--- src/rtl/eac_dummy_unused.sv ---
// spare file: holds no logic
`timescale 1ns/1ps

--- src/rtl/eac_pkg.sv ---
// constants and types for the nonvolatile store access controller
package eac_pkg;
   localparam int unsigned         ADDR_W          = 7;
   localparam int unsigned         STORE_DEPTH     = 128;
   localparam int unsigned         TICK_W          = 16;
   localparam int unsigned         BIT_READ        = 0;
   localparam int unsigned         BIT_GO          = 1;
   localparam int unsigned         BIT_ARM         = 2;
   localparam int unsigned         BIT_RIE         = 3;
   localparam int unsigned         BIT_MODE_LO     = 4;
   localparam int unsigned         BIT_MODE_HI     = 5;
   localparam logic [2:0]          ARM_CYCLES      = 3'h4;
   localparam logic [2:0]          GO_STALL        = 3'h2;
   localparam logic [2:0]          READ_STALL      = 3'h4;
   localparam logic [7:0]          ERASED_BYTE     = 8'hFF;
   localparam logic [7:0]          RESET_BYTE      = 8'h00;
   localparam int unsigned         OSC_KHZ         = 8000;
   localparam int unsigned         PROG_ATOMIC_US  = 3400;
   localparam int unsigned         PROG_SPLIT_US   = 1800;
   localparam int unsigned         ATOMIC_TICKS    = PROG_ATOMIC_US * OSC_KHZ / 1000;
   localparam int unsigned         SPLIT_TICKS     = PROG_SPLIT_US * OSC_KHZ / 1000;

   typedef enum logic [1:0] {
      MODE_ATOMIC = 2'b00,
      MODE_ERASE  = 2'b01,
      MODE_WRITE  = 2'b10,
      MODE_RSVD   = 2'b11
   } eac_mode_e;

   typedef enum logic {
      ST_IDLE = 1'b0,
      ST_PROG = 1'b1
   } eac_state_e;
endpackage : eac_pkg

--- src/rtl/eac_controller.sv ---
// control register, unlock, timing and stall logic of the nonvolatile store
`timescale 1ns/1ps
// What this block does
// - control bits 7..6 are reserved, ignore writes and read zero
// - mode 00 erase+write 3.4 ms, 01 erase 1.8 ms, 10 write 1.8 ms
// - mode field writes are ignored while program go is set
// - reset clears mode field to 00 unless programming is in progress
// - ready interrupt is a level while enabled, globally enabled and idle
// - program arm clears itself four clock cycles after being written
// - program go starts only while program arm is still set
// - program go stays set during programming, cleared when time elapses, or after one cycle in mode 11
// - accepted program go stalls the core for two cycles
// - read strobe loads the addressed byte into data register at once
// - read strobe stalls the core for four cycles, two when written together with an accepted go
// - during programming read strobes and address writes are blocked
// - no other store operation starts until programming completes
// - erase-only sets the addressed byte to FF ignoring the data register
// - programming time counts calibrated oscillator cycles, not core clock
// - address selects one of 128 bytes, top bit reads zero
// - data register feeds programming and receives read bytes
module eac_controller
   import eac_pkg::*;
#(
   parameter int unsigned ATOMIC_TICKS_P = eac_pkg::ATOMIC_TICKS,
   parameter int unsigned SPLIT_TICKS_P  = eac_pkg::SPLIT_TICKS
) (
   input  wire logic       clk,
   input  wire logic       clk_en,
   input  wire logic       resetn,
   input  wire logic       por_n,
   input  wire logic       osc_clk,
   input  wire logic       global_irq_enable,
   input  wire logic       ctrl_wr,
   input  wire logic [7:0] ctrl_wdata,
   output logic      [7:0] ctrl_rdata,
   input  wire logic       addr_wr,
   input  wire logic [7:0] addr_wdata,
   output logic      [7:0] addr_rdata,
   input  wire logic       data_wr,
   input  wire logic [7:0] data_wdata,
   output logic      [7:0] data_rdata,
   output logic            cpu_stall,
   output logic            ready_irq
);
   import eac_pkg::*;

   if (ATOMIC_TICKS_P < 1 || ATOMIC_TICKS_P >= (1 << TICK_W) ||
       SPLIT_TICKS_P < 1 || SPLIT_TICKS_P >= (1 << TICK_W)) begin : g_chk
      $error("programming tick counts do not fit the timer");
   end

   function automatic logic [TICK_W-1:0] prog_ticks(input eac_mode_e m);
      logic [TICK_W-1:0] t;
      t = TICK_W'(SPLIT_TICKS_P);
      if (m == MODE_ATOMIC) begin
         t = TICK_W'(ATOMIC_TICKS_P);
      end
      return t;
   endfunction : prog_ticks

   // engine state, on power-on reset so a core reset cannot cut programming short
   eac_state_e        state;
   eac_state_e        next_state;
   eac_mode_e         mode;
   eac_mode_e         next_mode;
   logic [TICK_W-1:0] ticks;
   logic [TICK_W-1:0] next_ticks;
   logic              rs1;
   logic              rs2;
   logic              os1;
   logic              os2;
   logic              os3;
   logic              osc_tick;
   logic              go_accept;
   logic              op_fire;
   logic              core_rst_req;

   // core-side state
   logic [2:0]        arm_cnt;
   logic [2:0]        next_arm_cnt;
   logic [2:0]        stall_cnt;
   logic [2:0]        next_stall_cnt;
   logic              rie;
   logic              next_rie;
   logic [ADDR_W-1:0] addr;
   logic [ADDR_W-1:0] next_addr;
   logic [7:0]        data;
   logic [7:0]        next_data;
   logic [7:0]        rd_byte;
   logic              arm;
   logic              busy;
   logic              read_req;

   assign arm          = (arm_cnt != 3'h0);
   assign busy         = (state == ST_PROG);
   assign osc_tick     = os2 & ~os3;
   assign core_rst_req = ~rs2;

   always_comb begin
      next_state = state;
      next_mode  = mode;
      next_ticks = ticks;
      go_accept  = 1'b0;
      op_fire    = 1'b0;
      unique case (state)
         ST_IDLE: begin
            if (core_rst_req) begin
               next_mode = MODE_ATOMIC;
            end else if (ctrl_wr) begin
               next_mode = eac_mode_e'(ctrl_wdata[BIT_MODE_HI:BIT_MODE_LO]);
               if (ctrl_wdata[BIT_GO] && arm) begin
                  go_accept  = 1'b1;
                  next_state = ST_PROG;
                  next_ticks = prog_ticks(next_mode);
               end
            end
         end
         ST_PROG: begin
            // mode held here: writes ignored and reset does not clear it
            if (mode == MODE_RSVD) begin
               next_state = ST_IDLE;
            end else if (osc_tick) begin
               if (ticks <= TICK_W'(1)) begin
                  op_fire    = 1'b1;
                  next_state = ST_IDLE;
               end else begin
                  next_ticks = ticks - TICK_W'(1);
               end
            end
         end
      endcase
   end

   always_ff @(posedge clk or negedge por_n) begin
      if (!por_n) begin
         state <= ST_IDLE;
         mode  <= MODE_ATOMIC;
         ticks <= '0;
         rs1   <= 1'b0;
         rs2   <= 1'b0;
         os1   <= 1'b0;
         os2   <= 1'b0;
         os3   <= 1'b0;
      end else if (clk_en) begin
         state <= next_state;
         mode  <= next_mode;
         ticks <= next_ticks;
         rs1   <= resetn;
         rs2   <= rs1;
         os1   <= osc_clk;
         os2   <= os1;
         os3   <= os2;
      end
   end

   assign read_req = ctrl_wr & ctrl_wdata[BIT_READ] & ~busy;

   always_comb begin
      next_rie       = rie;
      next_addr      = addr;
      next_data      = data;
      next_arm_cnt   = arm_cnt;
      next_stall_cnt = stall_cnt;
      if (ctrl_wr) begin
         next_rie = ctrl_wdata[BIT_RIE];
      end
      if (ctrl_wr && ctrl_wdata[BIT_ARM]) begin
         next_arm_cnt = ARM_CYCLES;
      end else if (arm) begin
         next_arm_cnt = arm_cnt - 3'h1;
      end
      if (addr_wr && !busy) begin
         next_addr = addr_wdata[ADDR_W-1:0];
      end
      if (read_req) begin
         next_data = rd_byte;
      end else if (data_wr) begin
         next_data = data_wdata;
      end
      if (go_accept) begin
         next_stall_cnt = GO_STALL;
      end else if (read_req) begin
         next_stall_cnt = READ_STALL;
      end else if (stall_cnt != 3'h0) begin
         next_stall_cnt = stall_cnt - 3'h1;
      end
   end

   always_ff @(posedge clk or negedge resetn) begin
      if (!resetn) begin
         rie       <= 1'b0;
         addr      <= '0;
         data      <= RESET_BYTE;
         arm_cnt   <= 3'h0;
         stall_cnt <= 3'h0;
      end else if (clk_en) begin
         rie       <= next_rie;
         addr      <= next_addr;
         data      <= next_data;
         arm_cnt   <= next_arm_cnt;
         stall_cnt <= next_stall_cnt;
      end
   end

   eac_store_array #(
      .DEPTH (STORE_DEPTH)
   ) u_store (
      .clk      (clk),
      .clk_en   (clk_en),
      .op_fire  (op_fire),
      .op_erase (mode != MODE_WRITE),
      .op_write (mode != MODE_ERASE),
      .addr     (addr),
      .wdata    (data),
      .rd_byte  (rd_byte)
   );

   // read strobe is a self-clearing trigger and reads back as zero
   assign ctrl_rdata = {2'b00, mode, rie, arm, busy, 1'b0};
   assign addr_rdata = {1'b0, addr};
   assign data_rdata = data;
   assign cpu_stall  = (stall_cnt != 3'h0);
   assign ready_irq  = rie & global_irq_enable & ~busy;
endmodule : eac_controller

--- src/rtl/eac_store_array.sv ---
// byte array of the nonvolatile store with erase and program ports
`timescale 1ns/1ps
module eac_store_array
   import eac_pkg::*;
#(
   parameter int unsigned DEPTH = eac_pkg::STORE_DEPTH
) (
   input  wire logic                      clk,
   input  wire logic                      clk_en,
   input  wire logic                      op_fire,
   input  wire logic                      op_erase,
   input  wire logic                      op_write,
   input  wire logic [eac_pkg::ADDR_W-1:0] addr,
   input  wire logic [7:0]                wdata,
   output logic      [7:0]                rd_byte
);
   logic [7:0] cells [DEPTH];
   logic [7:0] next_cell;

   if (DEPTH > (1 << ADDR_W)) begin : g_chk
      $error("store depth exceeds address range");
   end

   assign rd_byte = cells[addr];

   // programming can only clear bits, so write-only onto an unerased cell corrupts it
   always_comb begin
      next_cell = cells[addr];
      if (op_erase) begin
         next_cell = ERASED_BYTE;
      end
      if (op_write) begin
         next_cell = next_cell & wdata;
      end
   end

   // nonvolatile content: no reset
   always_ff @(posedge clk) begin
      if (clk_en && op_fire) begin
         cells[addr] <= next_cell;
      end
   end
endmodule : eac_store_array
--- config.mk ---
export PLATFORM = sky130hd
export DESIGN_NAME = eac_controller
export DESIGN_NICKNAME = d
export VERILOG_FILES = /design/src/rtl/eac_dummy_unused.sv /design/src/rtl/eac_pkg.sv /design/src/rtl/eac_controller.sv /design/src/rtl/eac_store_array.sv
export SDC_FILE = /design/constraint.sdc
export NUM_CORES = 1
export LEC_CHECK = 0
export ABC_AREA = 1
export BUFFER_PORTS_ARGS = -buffer_cell sky130_fd_sc_hd__buf_4
export CAP_MARGIN = 25
export CELL_PAD_IN_SITES_DETAIL_PLACEMENT = 2
export CELL_PAD_IN_SITES_GLOBAL_PLACEMENT = 2
export CORE_MARGIN = 2
export CORE_UTILIZATION = 45
export CTS_CLUSTER_DIAMETER = 100
export CTS_CLUSTER_SIZE = 28
export DETAILED_ROUTE_END_ITERATION = 12
export PLACE_DENSITY = 0.95
export SLEW_MARGIN = 30
export SYNTH_ARGS = -nofsm -noshare
export SYNTH_HDL_FRONTEND = slang
export SYNTH_HIERARCHICAL = 1
export SYNTH_SLANG_ARGS = --single-unit
--- constraint.sdc ---
create_clock -name clk -period 17.6 [get_ports clk]
set_input_delay 0.88 -clock clk [delete_from_list [all_inputs] [get_ports clk]]
set_output_delay 0.88 -clock clk [all_outputs]
set_load 0.01 [all_outputs]
==> results.md, run 1 <==
* Outcome: completed
* WL per Instance at 35.9 µm
* Routed Wire Length at 216000 µm
* PortBufs at 51
* Worst hold slack at 0.113 ns
* Area grow syn2layout at 6.27%
* Hold Path Class: input pin to async pin
* M3 GR Usage at 5.55%
* Met2 Use GR at 64.1%
* Initial antenna violation count at 4
* M1 GR Usage at 47.2%
* Global-route wire length before repair at 295000 µm
* Clk buf depth at 3
* Startpoint Class: flop
* CTS tree: yes
* Cell count after synthesis at 4685
* Top-count cell post-synth: nand2_1
* #FFs+latches synth at 1070
* Busiest grt layer: met2
* Ranking of synthesized cells by area: edfxtp_1 66%, nand2_1 23%, dfrtp_1 2.5%
* Die Y at 325 µm
* Fin crit period at 8.22 ns
* Clock sinks at 1070
* Post-synthesis average cell area at 9.89 µm²
* Initial drt markers at 5520
* CTS resizes at 0
* Initial Util at 45.5%
* Yosys top cell area share at 66.4%
* Slew at the pin closest to its max-slew limit at 1.24 ns
* CORE AREA at 102000 µm²
* Largest net degree at the start of global routing at 220
* RSZ-0062 raised after global routing: false
* Fin. Hold Viols at 0
* Final Slew Violations at 0
* Synth unique cells at 39
* TritonCTS buffer count at 45
* Row count at 117
* Top FF cell, synth: edfxtp_1
* Yosys warning count at 6
* H-tree depth at 2
* Post-synth ARST share at 4.30%
* EDFF count, synth at 1024
* Post-synth top cells: 2865 x nand2_1, 1024 x edfxtp_1, 216 x nor2_1
* Power Dens Cells at 179 nW/µm²
* VDD IR max at 410 µV
* Relative slew margins at 17.2%
* Final TNS setup at 0 ns
* # hold bufs at CTS at 0
* Setup CP Type: flop to flop
* ANT nets after route at 0
* Vias in the first global route at 40300
* Maximum clock frequency at 0.122 GHz
* Die area at 106000 µm²
* Num ports at 59
* DRT Pass-1 Iters at 6
* Root Buffer: clkbuf_16
* Final worst-path cycle share at 46.7%
* Mapped Area at 46300 µm²
* Share of layout cells above drive strength 1 at 5.27%
* Worst-path maximum fanout at 219
* Final Instance Area at 49200 µm²
* Placer Congestion at 0.789
* DIE WIDTH at 325 µm
* Area leader, netlist: edfxtp_1
* Detailed placement HPWL at 109000 µm
* Clock transition at path regs at 0.12 ns
* Setup crit end kind: flop
* # nets final at 4634
* Post-DP Area at 47700 µm²
* Total Power at 8.83 mW
* Worst skew pair latency at 0.69 ns
* Register area share after synthesis at 68.9%
* Worst EP required at 17.92 ns
* Max_cap viols at 0
* Clock Skew at 0.0529 ns
* Post-CTS Setup Inserts at 0
* Drc violations at 0
* Grt total ovfl at 0
* Via density per instance at 6.41
* GRT Util Overall at 38.1%
* Via Count at 38400
* Final setup fails at 0
* Crit path DAT at 8.54 ns
* Pleak at 20.2 nW
state kept, by name, summed over array words and instances, names as in the netlist, 2 cells and up:
name / count
arm_cnt: 3
data_rdata: 8
ticks: 16
mode: 2
stall_cnt: 3
addr: 7
u_store/cells: 1024
per-stage QoR:
stage	cells	setup slack [ns]	util [%]
after floorplan	4688	11.74	-
after global placement	5914	10.54	46.8
after detailed placement	5914	10.06	46.8
after CTS	5994	9.80	48.1
after global routing	5996	9.36	48.3
final	5999	9.38	48.3
layout make-up:
| class | count | area [µm²] |
|---|---|---|
| antenna | 3 | 7.51 |
| tap | 1368 | 1710 |
| inverter | 97 | 393 |
| clock buffer | 70 | 1270 |
| sequential | 1070 | 31900 |
| multi-input combinational | 3287 | 13100 |
| clock inverter | 10 | 72.6 |
| timing repair buffer | 94 | 761 |
| fill | 10600 | 52700 |
layout by cell type (no fill, tap or decap), types with 4 or more instances in the layout:
cell type  count
nand4_1       11
clkinv_2       4
o21ai_1       32
mux2_2         7
o21ai_2        4
o21ai_0       19
clkbuf_16     47
nor2_2        43
edfxtp_1    1024
nor2_1       176
or2_2          6
buf_4         87
nand2_1     2865
inv_1         89
dfrtp_1       43
ha_1           6
o211ai_1       8
buf_6          4
nand3_4        5
a31oi_1       10
xor2_1         4
or2_1          5
a21oi_1        9
conb_1         4
nand3_2        4
nand3_1       45
a21oi_4        7
clkbuf_1      22
worst paths after layout:
kind / cells after the start / slack, ns / start / to
min in group clk: 2 / 0.43 / addr_wdata[2] / addr[2]$_DFFE_PN0P_
worst min-delay path: 1 / 0.11 / por_n / ticks[8]$_DFFE_PN0P_
max in group asynchronous: 1 / 17.04 / resetn / addr[1]$_DFFE_PN0P_
worst max register to register: 18 / 9.38 / addr[0]$_DFFE_PN0P_ / u_store/cells[62][3]$_DFFE_PP_
worst min register to register: 2 / 0.53 / rs1$_DFFE_PN0P_ / rs1$_DFFE_PN0P_
worst max-delay path: 18 / 9.38 / addr[0]$_DFFE_PN0P_ / u_store/cells[62][3]$_DFFE_PP_
layer usage:
layer | up-vias | share of wire, % | wire length [µm]
met5 | - | 0.019 | 41
li1 | 14900 | - | -
met1 | 19600 | 35 | 75200
met2 | 3041 | 48 | 104000
met3 | 908 | 9.4 | 20200
met4 | 4 | 7.6 | 16400
power breakdown:
group | switching [mW] | total, mW | internal, mW | leakage (nW)
Clock | 0.903 | 1.42 | 0.516 | 0.654
Sequential | 0.133 | 3.35 | 3.21 | 9.70
Combinational | 3.33 | 4.07 | 0.734 | 9.81
Total | 4.37 | 8.83 | 4.46 | 20.2
worst max-delay path: stages (launching register included):
cell and delay [ns]:
dfrtp_4 0.85, inv_16 0.69, buf_4 0.86, buf_4 0.80, buf_4 0.87, nand2_1 0.25, nand2_1 0.15, nand2_1 0.10
nand2_1 0.12, nand2_1 0.13, nand2_1 0.20, nand2_1 0.13, nand4_1 0.18, nand2_1 0.08, nand2_1 0.10, nor2_1 0.16
a21oi_4 0.16, buf_4 0.71, buf_4 0.93
cells by family after synthesis:
group	synth area share, %
compound gates	1.18
xor+xnor	0.0945
fa+ha+maj	0.162
buf+inv	3.45
flops	68.9
mux	0.170
other cells	0.00810
simple gates	26.1
(Power assumes the default switching activity.)
==> run 2: changes to the inputs <==
CORE_UTILIZATION = 38   (was 45)
PLACE_DENSITY = 0.88   (was 0.95)
clock period = 7.11 ns   (was 17.6 ns; I/O delays follow)
==> run 2 against run 1 <==
  * Power grew 130%
  * Fmax grew 59%
  * Sequential share of layout area shrank 0.99 points
  * Highest routed layer is now met4
  * Critical path depth shrank 2
  * Largest power group unchanged
  * Routed wire length shrank 25%
  * Non-clock buffer count grew 29
  * Via count shrank 12%
  * Sequential power grew 150%
==> results.md, run 2 (same netlist as run 1, synthesis figures left out) <==
* Outcome: completed (unchanged)
* Crit path depth at 16 (was 18)
* Post-CTS Setup Inserts at 0 (unchanged)
* Die area at 125000 µm² (was 106000 µm²)
* # nets final at 4663 (was 4634)
* # fillers at 12900 (was 10600)
* Largest net degree at the start of global routing at 161 (was 220)
* Initial antenna violation count at 0 (was 4)
* Grt total ovfl at 0 (unchanged)
* Slew at the pin closest to its max-slew limit at 1.05 ns (was 1.24 ns)
* Worst skew pair latency at 0.70 ns (was 0.69 ns)
* Num ports at 59 (unchanged)
* Setup crit end kind: flop (unchanged)
* CORE AREA at 121000 µm² (was 102000 µm²)
* Critical Path, Cell by Cell: buf_12 -> buf_12 -> nand2_1 -> nand3_1 -> nand2_1 -> nor2_1 -> nor2_1 -> nor2_1 -> nand2_1 -> nand2_1 -> nand2_1 -> nor2_2 -> nand3_1 -> nand2_1 -> inv_4 -> buf_12 (was inv_16 -> buf_4 -> buf_4 -> buf_4 -> nand2_1 -> nand2_1 -> nand2_1 -> nand2_1 -> nand2_1 -> nand2_1 -> nand2_1 -> nand4_1 -> nand2_1 -> nand2_1 -> nor2_1 -> a21oi_4 -> buf_4 -> buf_4)
* Cell mode on critical path: nand2_1 (unchanged)
* Via density per instance at 5.41 (was 6.41)
* Initial drt markers at 2651 (was 5520)
* Drc violations at 0 (unchanged)
* Clock Skew at 0.0552 ns (was 0.0529 ns)
* Die Y at 353 µm (was 325 µm)
* Setup CP Type: flop to flop (unchanged)
* Maximum clock frequency at 0.193 GHz (was 0.122 GHz)
* Fin. Hold Viols at 0 (unchanged)
* DIE WIDTH at 353 µm (was 325 µm)
* Worst hold slack at 0.0688 ns (was 0.113 ns)
* Clock transition at path regs at 0.11 ns (was 0.12 ns)
* TritonCTS buffer count at 45 (unchanged)
* ANT nets after route at 0 (unchanged)
* Worst EP required at 7.47 ns (was 17.92 ns)
* Global-route wire length before repair at 245000 µm (was 295000 µm)
* Clk buf depth at 3 (unchanged)
* CTS tree: yes (unchanged)
* Total Power at 20.5 mW (was 8.83 mW)
* Row count at 128 (was 117)
* Crit path DAT at 5.53 ns (was 8.54 ns)
* R2R cell count at 16 (was 18)
* Max_cap viols at 0 (unchanged)
* Most frequent cells in the layout: 2865 x nand2_1, 1024 x edfxtp_1, 194 x nor2_1 (was 2865 x nand2_1, 1024 x edfxtp_1, 176 x nor2_1)
* CP bufs+invs at 4 (was 6)
* Startpoint Class: flop (unchanged)
* VDD IR max at 527 µV (was 410 µV)
* Power Dens Cells at 409 nW/µm² (was 179 nW/µm²)
* Inst Count DP at 6177 (was 5914)
* Area grow syn2layout at 7.93% (was 6.27%)
* Vias in the first global route at 37700 (was 40300)
* Fin crit period at 5.17 ns (was 8.22 ns)
* Crit path max-delay family: simple AND/OR/NAND/NOR gates (was buffers and inverters)
* Largest Register: u_store/cells (unchanged)
* Final setup fails at 0 (unchanged)
* PortBufs at 51 (unchanged)
* Final worst-path cycle share at 72.8% (was 46.7%)
* Ant diodes at 0 (was 3)
* Relative slew margins at 29.8% (was 17.2%)
* Commonest non-fill, non-tap cell in the layout: nand2_1 (unchanged)
* Final Instance Count excl. Fillers at 6279 (was 5999)
* Detailed placement HPWL at 98800 µm (was 109000 µm)
* RSZ-0062 raised after global routing: false (unchanged)
* DRT Pass-1 Iters at 5 (was 6)
* Placer Congestion at 0.776 (was 0.789)
* Max FFs per register at 1024 (unchanged)
* Initial Util at 38.2% (was 45.5%)
* Worst-path maximum fanout at 134 (was 219)
* Root Buffer: clkbuf_16 (unchanged)
* Clock sinks at 1070 (unchanged)
* Max stage delay on crit path at 0.99 ns (was 0.93 ns)
* # hold bufs at CTS at 23 (was 0)
* Share of layout cells above drive strength 1 at 4.92% (was 5.27%)
* Routed Wire Length at 162000 µm (was 216000 µm)
* Final TNS setup at 0 ns (unchanged)
* Setup slack, reg-to-reg at 1.94 ns (was 9.38 ns)
* Via Count at 33900 (was 38400)
* CP max-delay cell: dfrtp_4 (was buf_4)
* Final Slew Violations at 0 (unchanged)
* H-tree depth at 2 (unchanged)
* Hold depth at 4
* Layout Utilization at 41.2% (was 48.3%)
* Pleak at 20.4 nW (was 20.2 nW)
* GRT Util Overall at 25.8% (was 38.1%)
* CTS resizes at 0 (unchanged)
* WL per Instance at 25.9 µm (was 35.9 µm)
* Hold Path Class: input pin to flop (was input pin to async pin)
run 2: cell count changes in the layout (fill, tap and decap cells not counted), sizes merged:
cell	previous run	this run
buf	94	100
dlygate4sd3	0	23
inv	100	99
clkinv	7	4
diode	3	0
bufinv	0	1
run 2: per-layer routing:
metal	global-route usage [%]	share of wire [%]	wire length, µm
met1	31.9	40	65200
met2	47.2	52	84300
met3	2.64	4.5	7330
met4	8.34	3.4	5490
met5	0	0	0
run 2: worst reg2reg max path: cells and delay by family (launching register included):
family / cells / cell delay (ns)
buffers and inverters: 4 / 1.94
and+or+nand+nor: 12 / 1.89
DFF: 1 / 0.99
run 2: where the power goes:
group / switching, mW / internal, mW / total (mW)
Clock: 2.07 / 1.30 / 3.37
Combinational: 6.91 / 1.97 / 8.87
Sequential: 0.282 / 7.93 / 8.21
run 2: path summary, 6_finish.rpt:
path | endpoint | start
max reg2reg | u_store/cells[30][6]$_DFFE_PP_ | addr[0]$_DFFE_PN0P_
min | arm_cnt[0]$_DFFE_PN0P_ | ctrl_wdata[2]
min in group asynchronous | mode[1]$_DFFE_PN0P_ | por_n
max in group asynchronous | addr[1]$_DFFE_PN0P_ | resetn
min reg2reg | rs2$_DFFE_PN0P_ | rs1$_DFFE_PN0P_
max | u_store/cells[30][6]$_DFFE_PP_ | addr[0]$_DFFE_PN0P_
run 2: final cells by class:
type	instances	area, µm²	area share [%]
Sequential cell	1070	31900	63.8
Multi-Input combinational cell	3287	13000	26.0
Tap cell	1625	2030	4.07
Timing Repair Buffer	123	1280	2.57
Clock buffer	70	1260	2.53
Inverter	97	395	0.791
Clock inverter	7	92.6	0.185
run 2: stage by stage:
stage | setup slack [ns] | instance area (µm²)
after floorplan | 1.25 | 46300
after global routing | 1.65 | 50000
final | 1.94 | 50000
after CTS | 2.09 | 49900
after global placement | 2.33 | 48300
after detailed placement | 2.18 | 48300
